`config.mk`:
```
export PLATFORM = sky130hd
export DESIGN_NAME = otwp_timer
export DESIGN_NICKNAME = d
export VERILOG_FILES = /design/src/rtl/otwp_pkg.sv /design/src/rtl/otwp_prescaler.sv /design/src/rtl/otwp_timer.sv
export VERILOG_INCLUDE_DIRS = /design/src /design/src/rtl
export SDC_FILE = /design/constraint.sdc
export NUM_CORES = 1
export LEC_CHECK = 0
export BUFFER_PORTS_ARGS = -buffer_cell sky130_fd_sc_hd__buf_2
export CELL_PAD_IN_SITES_DETAIL_PLACEMENT = 0
export CELL_PAD_IN_SITES_GLOBAL_PLACEMENT = 1
export CORE_MARGIN = 1
export CORE_UTILIZATION = 30
export DETAILED_ROUTE_END_ITERATION = 8
export GPL_ROUTABILITY_DRIVEN = 0
export HOLD_SLACK_MARGIN = 0.05
export PLACE_DENSITY_LB_ADDON = 0.1
export SYNTH_ARGS = -nofsm -noshare
export SYNTH_HDL_FRONTEND = slang
export SYNTH_SLANG_ARGS = --single-unit
```
`constraint.sdc`:
```
create_clock -name clk_i -period 3.13 [get_ports clk_i]
set_input_delay 0.313 -clock clk_i [delete_from_list [all_inputs] [get_ports clk_i]]
set_output_delay 0.313 -clock clk_i [all_outputs]
set_load 0.02 [all_outputs]
```
`src/rtl/otwp_cfg.svh`:
```
`ifndef OTWP_CFG_SVH
`define OTWP_CFG_SVH

// ----------------------------------------------------------------------
// File addresses
// ----------------------------------------------------------------------
`define OTWP_ADDR_COUNT     8'h01
`define OTWP_ADDR_IRQ_CTRL  8'h0B
`define OTWP_ADDR_OPTION    8'h81

// ----------------------------------------------------------------------
// Field positions
// ----------------------------------------------------------------------
`define OTWP_OPT_ASSIGN_BIT 3
`define OTWP_OPT_RATIO_MSB  2
`define OTWP_OPT_RATIO_LSB  0
`define OTWP_IRQ_ENABLE_BIT 5
`define OTWP_IRQ_FLAG_BIT   2

// ----------------------------------------------------------------------
// Reset values and timing counts
// ----------------------------------------------------------------------
`define OTWP_RST_COUNT      8'h00
`define OTWP_RST_OPTION     8'hFF
`define OTWP_RST_IRQ_CTRL   8'h00
`define OTWP_WR_INHIBIT     2'h2

`endif

```
`src/rtl/otwp_pkg.sv`:
```
package otwp_pkg;

  // One access from the CPU to the register file
  typedef struct packed {
    logic       wr;
    logic       rd;
    logic [7:0] addr;
    logic [7:0] wdata;
  } otwp_file_req_type;

endpackage : otwp_pkg

```
`src/rtl/otwp_prescaler.sv`:
```
`timescale 1ns/1ns
`include "otwp_cfg.svh"

module otwp_prescaler #(
  parameter int WIDTH = 8
) (
  input  wire logic       clk_i,
  input  wire logic       rst_i,
  input  wire logic       tick_i,
  input  wire logic       clear_i,
  input  wire logic [2:0] ratio_i,
  output logic            tick_o
);
  import otwp_pkg::*;

  logic [WIDTH-1:0] cnt_reg;
  logic [WIDTH-1:0] mask;

  // Ratio field n selects divide by 2^(n+1)
  assign mask   = WIDTH'((9'h002 << ratio_i) - 9'h001);
  assign tick_o = tick_i && ((cnt_reg & mask) == mask);

  // Not readable or writable; only cleared
  always_ff @(posedge clk_i)
  begin
    if (rst_i || clear_i)
      cnt_reg <= '0;
    else if (tick_i)
      cnt_reg <= WIDTH'(cnt_reg + 1'b1);
  end

  clear_zero_a: assert property (@(posedge clk_i) disable iff (rst_i)
    clear_i |=> cnt_reg == '0)
    else $error("prescaler not cleared");

  out_ratio_a: assert property (@(posedge clk_i) disable iff (rst_i)
    (tick_o && !clear_i) |=> (cnt_reg & mask) == '0 || $changed(ratio_i))
    else $error("prescaler output off ratio");

endmodule : otwp_prescaler

```
`src/rtl/otwp_timer.sv`:
```
`timescale 1ns/1ns
`include "otwp_cfg.svh"


module otwp_timer (
  input  wire logic                       clk_i,
  input  wire logic                       rst_i,
  input  wire otwp_pkg::otwp_file_req_type file_req_i,
  input  wire logic                       sleep_i,
  input  wire logic                       wdt_tick_i,
  input  wire logic                       wdt_clear_i,
  output logic [7:0]                      file_rdata_o,
  output logic                            irq_o,
  output logic                            wdt_post_tick_o
);
  import otwp_pkg::*;

  // --------------------------------------------------------------------
  // Register file decode
  // --------------------------------------------------------------------
  logic       wr_count;
  logic       wr_irq;
  logic       wr_option;
  logic [7:0] timer_count_reg;
  logic [7:0] option_reg;
  logic       overflow_flag_reg;
  logic       overflow_irq_enable_reg;
  logic [1:0] inhibit_reg;
  logic       prescaler_assign_sel;
  logic [2:0] prescale_ratio_sel;
  logic       ps_tick_in;
  logic       ps_clear;
  logic       ps_tick_out;
  logic       run;
  logic       inc;
  logic       wrap;
  logic [7:0] rd_value;

  assign wr_count  = file_req_i.wr && file_req_i.addr == `OTWP_ADDR_COUNT;
  assign wr_irq    = file_req_i.wr && file_req_i.addr == `OTWP_ADDR_IRQ_CTRL;
  assign wr_option = file_req_i.wr && file_req_i.addr == `OTWP_ADDR_OPTION;

  assign prescaler_assign_sel = option_reg[`OTWP_OPT_ASSIGN_BIT];
  assign prescale_ratio_sel   =
    option_reg[`OTWP_OPT_RATIO_MSB:`OTWP_OPT_RATIO_LSB];

  always_ff @(posedge clk_i)
  begin
    if (rst_i)
      option_reg <= `OTWP_RST_OPTION;
    else if (wr_option)
      option_reg <= file_req_i.wdata;
  end

  // --------------------------------------------------------------------
  // Shared prescaler
  // --------------------------------------------------------------------
  // Whichever side does not own it sees no division at all
  assign run        = !sleep_i;
  assign ps_tick_in = prescaler_assign_sel ? wdt_tick_i : run;
  assign ps_clear   = prescaler_assign_sel ? wdt_clear_i : wr_count;

  otwp_prescaler #(
    .WIDTH (8)
  ) u_prescaler (
    .clk_i   (clk_i),
    .rst_i   (rst_i),
    .tick_i  (ps_tick_in),
    .clear_i (ps_clear),
    .ratio_i (prescale_ratio_sel),
    .tick_o  (ps_tick_out)
  );

  always_ff @(posedge clk_i)
  begin
    if (rst_i)
      wdt_post_tick_o <= 1'b0;
    else
      wdt_post_tick_o <= prescaler_assign_sel ? ps_tick_out : wdt_tick_i;
  end

  // --------------------------------------------------------------------
  // Count
  // --------------------------------------------------------------------
  // Hold-off after a write; software must pre-compensate for it
  always_ff @(posedge clk_i)
  begin
    if (rst_i)
      inhibit_reg <= 2'h0;
    else if (wr_count)
      inhibit_reg <= `OTWP_WR_INHIBIT;
    else if (inhibit_reg != 2'h0)
      inhibit_reg <= 2'(inhibit_reg - 2'h1);
  end

  assign inc  = run && !wr_count && inhibit_reg == 2'h0 &&
                (prescaler_assign_sel ? 1'b1 : ps_tick_out);
  assign wrap = inc && timer_count_reg == 8'hFF;

  always_ff @(posedge clk_i)
  begin
    if (rst_i)
      timer_count_reg <= `OTWP_RST_COUNT;
    else if (wr_count)
      timer_count_reg <= file_req_i.wdata;
    else if (inc)
      timer_count_reg <= 8'(timer_count_reg + 8'h01);
  end

  // --------------------------------------------------------------------
  // Overflow flag and interrupt gate
  // --------------------------------------------------------------------
  // A wrap in the same cycle as a software clear keeps the flag set
  always_ff @(posedge clk_i)
  begin
    if (rst_i)
      overflow_flag_reg <= 1'b0;
    else if (wrap)
      overflow_flag_reg <= 1'b1;
    else if (wr_irq)
      overflow_flag_reg <= file_req_i.wdata[`OTWP_IRQ_FLAG_BIT];
  end

  always_ff @(posedge clk_i)
  begin
    if (rst_i)
      overflow_irq_enable_reg <= 1'b0;
    else if (wr_irq)
      overflow_irq_enable_reg <= file_req_i.wdata[`OTWP_IRQ_ENABLE_BIT];
  end

  assign irq_o = overflow_flag_reg && overflow_irq_enable_reg;

  // --------------------------------------------------------------------
  // Read path
  // --------------------------------------------------------------------
  always_comb
  begin
    rd_value = 8'h00;
    case (file_req_i.addr)
      `OTWP_ADDR_COUNT:    rd_value = timer_count_reg;
      `OTWP_ADDR_OPTION:   rd_value = option_reg;
      `OTWP_ADDR_IRQ_CTRL:
      begin
        rd_value[`OTWP_IRQ_ENABLE_BIT] = overflow_irq_enable_reg;
        rd_value[`OTWP_IRQ_FLAG_BIT]   = overflow_flag_reg;
      end
      default:             rd_value = 8'h00;
    endcase
  end

  always_ff @(posedge clk_i)
  begin
    if (rst_i)
      file_rdata_o <= 8'h00;
    else if (file_req_i.rd)
      file_rdata_o <= rd_value;
  end

  // --------------------------------------------------------------------
  // Checks
  // --------------------------------------------------------------------
  count_wrap_a: assert property (@(posedge clk_i) disable iff (rst_i)
    wrap |=> timer_count_reg == 8'h00 && overflow_flag_reg)
    else $error("count did not wrap with flag");

  count_load_a: assert property (@(posedge clk_i) disable iff (rst_i)
    wr_count |=> timer_count_reg == $past(file_req_i.wdata))
    else $error("count write not loaded");

  write_holdoff_a: assert property (@(posedge clk_i)
    disable iff (rst_i)
    (wr_count ##1 !wr_count ##1 !wr_count) |->
      timer_count_reg == $past(file_req_i.wdata, 2))
    else $error("count moved during hold-off");

  direct_rate_a: assert property (@(posedge clk_i) disable iff (rst_i)
    (prescaler_assign_sel && run && !wr_count && inhibit_reg == 2'h0) |=>
      timer_count_reg == 8'($past(timer_count_reg) + 8'h01))
    else $error("count missed a cycle");

  sleep_halt_a: assert property (@(posedge clk_i) disable iff (rst_i)
    (sleep_i && !wr_count && !wr_irq) |=> $stable(timer_count_reg) &&
      !$rose(overflow_flag_reg))
    else $error("timer ran in sleep");

  flag_sticky_a: assert property (@(posedge clk_i) disable iff (rst_i)
    (overflow_flag_reg && !wr_irq) |=> overflow_flag_reg)
    else $error("flag dropped without clear");

  irq_masked_a: assert property (@(posedge clk_i) disable iff (rst_i)
    (!overflow_irq_enable_reg && !wr_irq) |=> !irq_o)
    else $error("masked interrupt raised");

  read_count_a: assert property (@(posedge clk_i) disable iff (rst_i)
    (file_req_i.rd && file_req_i.addr == `OTWP_ADDR_COUNT) |=>
      file_rdata_o == $past(timer_count_reg))
    else $error("count read wrong");

  wdt_route_a: assert property (@(posedge clk_i) disable iff (rst_i)
    !prescaler_assign_sel |=> wdt_post_tick_o == $past(wdt_tick_i))
    else $error("watchdog tick not passed straight through");

  write_clear_a: assert property (@(posedge clk_i) disable iff (rst_i)
    (wr_count && !prescaler_assign_sel) |=> !ps_tick_out)
    else $error("prescaler not restarted by count write");

endmodule : otwp_timer

```
Word level (Yosys, flattened, before mapping). Index checks and enable logic that the tools add are counted.

Flip-flop bits (word level): 37. Bits of input ports: 23. Output and inout bits: 10. Word-level logic and storage cells: 53.

$add $sub $neg: 4. Equality and inequality tests: 5. Shift operators: 1. Muxes and demuxes: 15. Bitwise gates (word level): 1. Reduce and logical (&&, ||, !) cells: 18.

Operator list (count): $add 8x1->8 const B (2); $eq 8x8->1 const B (2); $mux 8 (2); $pmux 2 s2 (3); $logic_and 1x1->1 (9); $and 8x8->8 (1); $eq 8x1->1 const B (1); $eq 8x4->1 const B (1); $eq 8x8->1 (1); $reduce_bool 2->1 (4); $shl 2x3->8 const A (1); $sub 8x1->8 const B (1); $mux 1 (6); $pmux 1 s3 (2); $mux 2 (2); $logic_not 1->1 (2); $logic_not 2->1 (1); $reduce_or 2->1 (1); $sub 2x1->2 const B (1); $logic_or 1x1->1 (1).

Longest topological paths before layout. Gate-level depths: netlist (run 1).

Depth after elaboration: 9. Gate-level depth with buffers: 10. Mapped depth without buffers: 9.

Hierarchy. From an unflattened synthesis (run 1), not the netlist that was laid out.

Cell total of the unflattened synthesis: 215. Area, all modules: 1971.9 µm².

By module, submodules not included: otwp_timer (instances 1, cells an instance 154, area each 1468.9 µm², sequential area each 580.6 µm²); otwp_prescaler (instances 1, cells an instance 61, area each 503.0 µm², sequential area each 160.2 µm²).

Least setup slack after synthesis (run 1). No wires, ideal clock.

Kind: register -> register. From: register option_reg[0]. To: register timer_count_reg[5]. Library setup time: 0.088 ns. Arrival: 2.372 ns. Required time: 3.042 ns. Setup slack: 0.670 ns. Stages on the path, launching flop included: 10. Buffers on the path: 1. Clock period less this slack: 2.460 ns. Path through: dfxtp_1 -> buf_2 -> or3_1 -> ha_1 -> or3_1 -> a21boi_0 -> o21a_2 -> nor4b_4 -> a31o_2 -> a311oi_2.

Longest elaborated chain between the ends: 8.

Ends and longest elaborated chain: start: declaration (RTL line otwp_timer.sv:25) `logic [7:0] option_reg;`; start signal: assignment (RTL line otwp_timer.sv:50) `` option_reg <= `OTWP_RST_OPTION; ``; start signal: assignment (RTL line otwp_timer.sv:52) `option_reg <= file_req_i.wdata;`; $shl 2x3->8 * (RTL line otwp_prescaler.sv:20) `assign mask = WIDTH'((9'h002 << ratio_i) - 9'h001);`; $sub 8x1->8 * (RTL line otwp_prescaler.sv:20); $and 8x8->8 (RTL line otwp_prescaler.sv:21) `assign tick_o = tick_i && ((cnt_reg & mask) == mask);`; $eq 8x8->1 * (RTL line otwp_prescaler.sv:21); $logic_and 1x1->1 * (RTL line otwp_prescaler.sv:21); $mux 1 * (RTL line otwp_timer.sv:97) `(prescaler_assign_sel ? 1'b1 : ps_tick_out);`; $logic_and 1x1->1 * (RTL line otwp_timer.sv:96) `assign inc = run && !wr_count && inhibit_reg == 2'h0 &&`; $reduce_bool 2->1 (no line) *; end signal: assignment (RTL line otwp_timer.sv:103) `` timer_count_reg <= `OTWP_RST_COUNT; ``; end signal: assignment (RTL line otwp_timer.sv:105) `timer_count_reg <= file_req_i.wdata;`; end signal: assignment (RTL line otwp_timer.sv:107) `timer_count_reg <= 8'(timer_count_reg + 8'h01);`; end: declaration (RTL line otwp_timer.sv:24) `logic [7:0] timer_count_reg;`.

Mark *: on every way between the ends. The rest lies on a longest branch, timed or not. A chain may end at the register's enable or synchronous reset.

Worst setup path after layout (run 1).
From: register option_reg[0]. To: register timer_count_reg[6].

Same word-level chain as after synthesis.

==> metrics.txt, run 1 <==
status=complete, no violations; kind of critical path=reg -> reg; WL per Instance=14.79 um; root buffer cell=clkbuf_8; Hold Slack=0.2823 ns; most used flip-flop cell after synthesis=dfxtp_1; Yosys warnings=0; layout cells sized above 1=0.2164; CP max-delay cell=nor4_1; Die Y=83.61 um; post-detailed-route count of antenna-violating nets=0; first-pass GRT wire length=8.307 mm; number of fill cells=685; CTS tree=done; hpwl dp=3.766 mm; remaining global-route overflow=0; asr flop ratio synth=0; Leak=0.9604 nW; PwrDens=423.4 nW/um^2; Reg area=740.7 um^2; Die ar.=6991 um^2; fin nets=293; CORE AREA=6386 um^2; Multi-input gate area=1165 um^2; worst path buffer plus inverter count=0; Seq/Total Area, Yosys=0.3707; # H-tree levels=2; CP max stage delay=0.49 ns; worst path required time=3.29 ns; Max VDD drop=0.1995 mV; Synth area leaders=dfxtp_1 (37%), nor2_1 (8.5%), mux2i_1 (6.0%); Worst setup EP type=flop; CP dominant cell by count=o21ai_0; Die Wd=83.61 um; Crit path max-delay family=simple AND/OR/NAND/NOR gates; CP Cell Sequence=or3_1 > ha_1 > o21ai_0 > a31oi_1 > a41oi_2 > nor4_1 > mux2i_1 > o21ai_0; FMAX=0.3833 GHz; Clk Latency, worst-skew pair=0.29 ns; RSZ-0062 raised after global routing=false; Slew Limit Headroom=0.5837; maximum clock path buffer count=2; Max Cap Violations=0; initial antenna violation count=0; Data arrival, critical path=2.77 ns; Tmin final=2.609 ns; Final Hold Fails=0; Clock Sinks=37; Syn Inst Count=235; clock slew at reported path FFs=0.08 ns; initial drt markers=55; setup TNS=0 ns; worst-path fanout max=9; Syn Area/Cell=8.503 um^2; PortBufs=32; post-synth top area share=0.3707; final routed DRC violation total=0; first-pass detailed-route iteration total=4; Min-Delay Path Class=in -> reg; I/O pins=33; number of antenna diodes=0; number of global-route vias before repair=1694; CP Launch Type=flop; Distinct cells, synth=48; row count=29; Setup Skew=0.004285 ns; Total GRT Usage=0.1523; final setup vio count=0; total power=0.0009943 W; syn_nets=261; Post-Synthesis Cell Area=1998 um^2; Area Overhead vs Synth=17.53%; CTS Hold Bufs=0; register bit count reported by yosys=37; Synth area leader=dfxtp_1; initial cell density of the core=0.3129; CTS resizes=0; final worst-path cycle share=0.8336; Detailed Route WL=5.101 mm; worst slew pin tran=0.6245 ns; pin count of the biggest net entering global routing=33; vias per cell=5.151; EDFF count, synth=0; CTS Buf Count=5; Post-CTS Setup Repair Bufs=0; pins over their slew limit=0; vias=1777
[final timing paths]
path / start / to / slack, ns / cells after the start
worst max-delay path: option_reg[0]$_SDFFE_PP1P_ / timer_count_reg[6]$_SDFFE_PP0P_ / 0.52 / 8
worst max register to register: option_reg[0]$_SDFFE_PP1P_ / timer_count_reg[6]$_SDFFE_PP0P_ / 0.52 / 8
worst min register to register: inhibit_reg[0]$_SDFFE_PP0N_ / inhibit_reg[0]$_SDFFE_PP0N_ / 0.46 / 1
worst min-delay path: wdt_tick_i / wdt_post_tick_o$_SDFF_PP0_ / 0.28 / 2
[synth_stat cells, types with 4 or more instances]
library cell and n:
nor2_1 45, a211o_1 9, mux2i_1 12, nand2_1 12, a211oi_1 4, xnor2_1 6, nand3_1 8, clkbuf_1 6
and3_1 5, a21oi_1 12, xor2_1 4, o21ai_0 5, inv_1 13, dfxtp_1 37, nand4_1 8
[stage by stage]
stage | utilization | setup WS [ns] | std cells | area [um^2]
2_1_floorplan | - | 0.6699 | 235 | 1998
3_3_place_gp | 0.3497 | 0.5735 | 337 | 2233
5_1_grt | 0.3678 | 0.3680 | 345 | 2349
6_report | 0.3678 | 0.5208 | 345 | 2349
3_5_place_dp | 0.3497 | 0.5277 | 337 | 2233
4_1_cts | 0.3678 | 0.5090 | 345 | 2349
[area by class of cell]
| class | instances | share of cell area |
|---|---|---|
| Multi-Input combinational cell | 175 | 0.4960 |
| Sequential cell | 37 | 0.3154 |
| Timing Repair Buffer | 35 | 0.07778 |
| Tap cell | 77 | 0.04102 |
| Clock buffer | 5 | 0.02930 |
| Inverter | 13 | 0.02078 |
| Clock inverter | 3 | 0.01971 |
[cell usage in the layout (no fill, tap or decap), types with 3 or more instances in the layout]
cell type	instances
inv_1	13
a211o_1	9
mux2i_1	12
clkbuf_8	5
buf_4	3
buf_2	32
xnor2_1	6
o21ai_0	5
xor2_1	4
dfxtp_1	37
a21oi_1	12
a31o_2	3
a211oi_1	4
and3_1	5
nand4_1	8
nand3_1	8
nor2_1	45
nor2b_1	3
nand2_1	12
ha_1	3
[cell families (layout without fill, tap and decap cells)]
kind of cell	Yosys count	count (layout)	share of synthesized area
xor gates and xnor gates	10	10	0.04383
adders and majority gates	3	3	0.01879
AOI/OAI and AO/OA	47	47	0.1747
and+or+nand+nor	103	103	0.2855
DFF	37	37	0.3707
muxes	12	12	0.06012
buffers and inverters	23	56	0.04634
[power by group]
| group | total, W | leakage, nW | internal [W] | switching, W |
|---|---|---|---|---|
| logic | 0.0000727 | 0.607 | 0.0000312 | 0.0000415 |
| registers | 0.000490 | 0.299 | 0.000477 | 0.0000125 |
| clock network | 0.000432 | 0.0543 | 0.000239 | 0.000193 |
[worst reg2reg max path: cells and delay by family (launching register included)]
kind                       cells  cell delay, ns
adders and majority gates      1            0.28
AOI/OAI and AO/OA              4            0.70
and+or+nand+nor                2            0.89
muxes                          1            0.22
DFF                            1            0.40
[routing by layer]
metal,track usage,share of wire,vias up
met4,0.05085,0.0088,0
met3,0.03066,0.027,5
met5,0,0,-
met2,0.2557,0.47,28
met1,0.1944,0.49,844
li1,-,-,900
No activity file was read; power rests on OpenSTA's default activity.
==> run 2, diff against run 1 <==
Clock period 3.13 ns to 2.2 ns, I/O delays scaled along.
==> run 2 against run 1 <==
Net effect: combinational power rose by 51%; highest routed layer unchanged; clock power rose by 10%; final area rose by 7.0%; count of clock-buffer cells in the layout did not move; global-route usage rose by 1.0 points; setup slack got worse by 0.63 ns; the run now ends with negative setup slack left; via count rose by 3.6%; sequential share of layout area fell by 2.0 points; register-to-register slack got worse by 0.63 ns; clock skew rose by 0.0060 ns; utilization rose by 2.6 points.
==> metrics.txt, run 2 (synthesized netlist as in run 1, its figures left out) <==
status=finished with violations; violated checks=negative setup slack; Detailed Route WL=5.317 mm; number of fill cells=685; number of antenna diodes=0; CP Launch Type=flop; initial antenna violation count=0; CTS tree=done; remaining global-route overflow=0; final worst-path cycle share=1.049; Data arrival, critical path=2.52 ns; CTS Buf Count=5; first-pass detailed-route iteration total=4; Hold Slack=0.1909 ns; Die ar.=6991 um^2; row count=29; number of global-route vias before repair=1852; setup TNS=-0.5022 ns; kind of critical path=reg -> reg; post-place setup slack=-0.2198 ns; Slew Limit Headroom=0.7131; RSZ-0062 raised after global routing=true; hpwl dp=3.950 mm; most frequent cells in the layout=nor2_1 (45), dfxtp_1 (36), buf_2 (32); initial cell density of the core=0.3129; Clock Sinks=37; clock slew at reported path FFs=0.08 ns; Setup Skew=0.01025 ns; Die Y=83.61 um; pin count of the biggest net entering global routing=21; Leak=1.046 nW; initial drt markers=41; post-detailed-route count of antenna-violating nets=0; final routed DRC violation total=0; final setup vio count=8; Clk Latency, worst-skew pair=0.30 ns; CP max stage delay=0.39 ns; CP max-delay cell=or3_4; CORE AREA=6386 um^2; pins over their slew limit=0; Die Wd=83.61 um; Max VDD drop=0.2090 mV; fin nets=311; vias per cell=5.072; vias=1841; final cell count without fillers=363; worst path required time=2.41 ns; PwrDens=510.3 nW/um^2; CP Cell Sequence=or3_4 > ha_4 > o21ai_2 > a31oi_2 > a41oi_2 > buf_6 > nor4b_4 > nand4_1 > a311oi_2; Max Cap Violations=0; first-pass GRT wire length=8.928 mm; Tmin final=2.308 ns; WL per Instance=14.65 um; layout cells sized above 1=0.2937; placed cells=352; PortBufs=32; worst-path fanout max=5; I/O pins=33; # H-tree levels=2; Worst setup EP type=flop; Total GRT Usage=0.1624; Min-Delay Path Class=in -> reg; worst setup margin=-0.1078 ns; leading cell type in the layout, fill and taps excluded=nor2_1; FMAX=0.4333 GHz; root buffer cell=clkbuf_8; Area Overhead vs Synth=25.74%; maximum clock path buffer count=2; worst slew pin tran=0.4304 ns; Final Hold Fails=0
==> run 2: final cells by class <==
class | count | area [um^2] | area share
multi-input combinational | 175 | 1214 | 0.4831
timing repair buffer | 53 | 325.3 | 0.1295
clock inverter | 3 | 17.52 | 0.006972
sequential | 37 | 742.0 | 0.2953
inverter | 13 | 48.80 | 0.01942
tap | 77 | 96.34 | 0.03835
clock buffer | 5 | 68.82 | 0.02739
==> run 2: worst max-delay path: cells and delay by family (launching register included) <==
family	cells	cell delay, ns
AOI/OAI and AO/OA	4	0.59
buffers and inverters	1	0.16
adders and majority gates	1	0.27
and+or+nand+nor	3	0.88
DFF	1	0.32
==> run 2: metal layers <==
metal  up-vias  wire (um)  global-route usage
li1        935          -                   -
met1       862       2533              0.2013
met2        37       2482              0.2742
met3         7        194             0.03363
met4         0        107             0.06471
met5         -          0                   0
==> run 2: final timing paths <==
kind,startpoint,to,slack [ns],depth (start not counted)
max reg2reg,option_reg[0]$_SDFFE_PP1P_,timer_count_reg[7]$_SDFFE_PP0P_,-0.11,9
min reg2reg,inhibit_reg[0]$_SDFFE_PP0N_,inhibit_reg[0]$_SDFFE_PP0N_,0.45,1
max,option_reg[0]$_SDFFE_PP1P_,timer_count_reg[7]$_SDFFE_PP0P_,-0.11,9
min,wdt_tick_i,wdt_post_tick_o$_SDFF_PP0_,0.19,2
==> run 2: repair_timing <==
action / CTS / global route
buffers inserted: 1 / 2
hold buffers: 0 / 0
gates resized for setup: 8 / 3
endpoints found under the setup margin: 9 / 9
pin swaps: 6 / 4
==> run 2: metrics by stage <==
stage	util	instance area (um^2)	power, W
after CTS	0.3887	2482	0.001302
after detailed placement	0.3683	2352	0.0008226
final	0.3934	2512	0.001282
after global routing	0.3934	2512	0.001348
after floorplan	-	2017	0.0007676
after global placement	0.3683	2352	0.0008222
==> run 2: where the power goes <==
group | internal [W] | switching, W | total (W) | leakage, nW
logic | 0.0000501 | 0.0000600 | 0.000110 | 0.704
registers | 0.000679 | 0.0000169 | 0.000696 | 0.299
clock network | 0.000219 | 0.000257 | 0.000476 | 0.0439
total | 0.000948 | 0.000334 | 0.00128 | 1.05
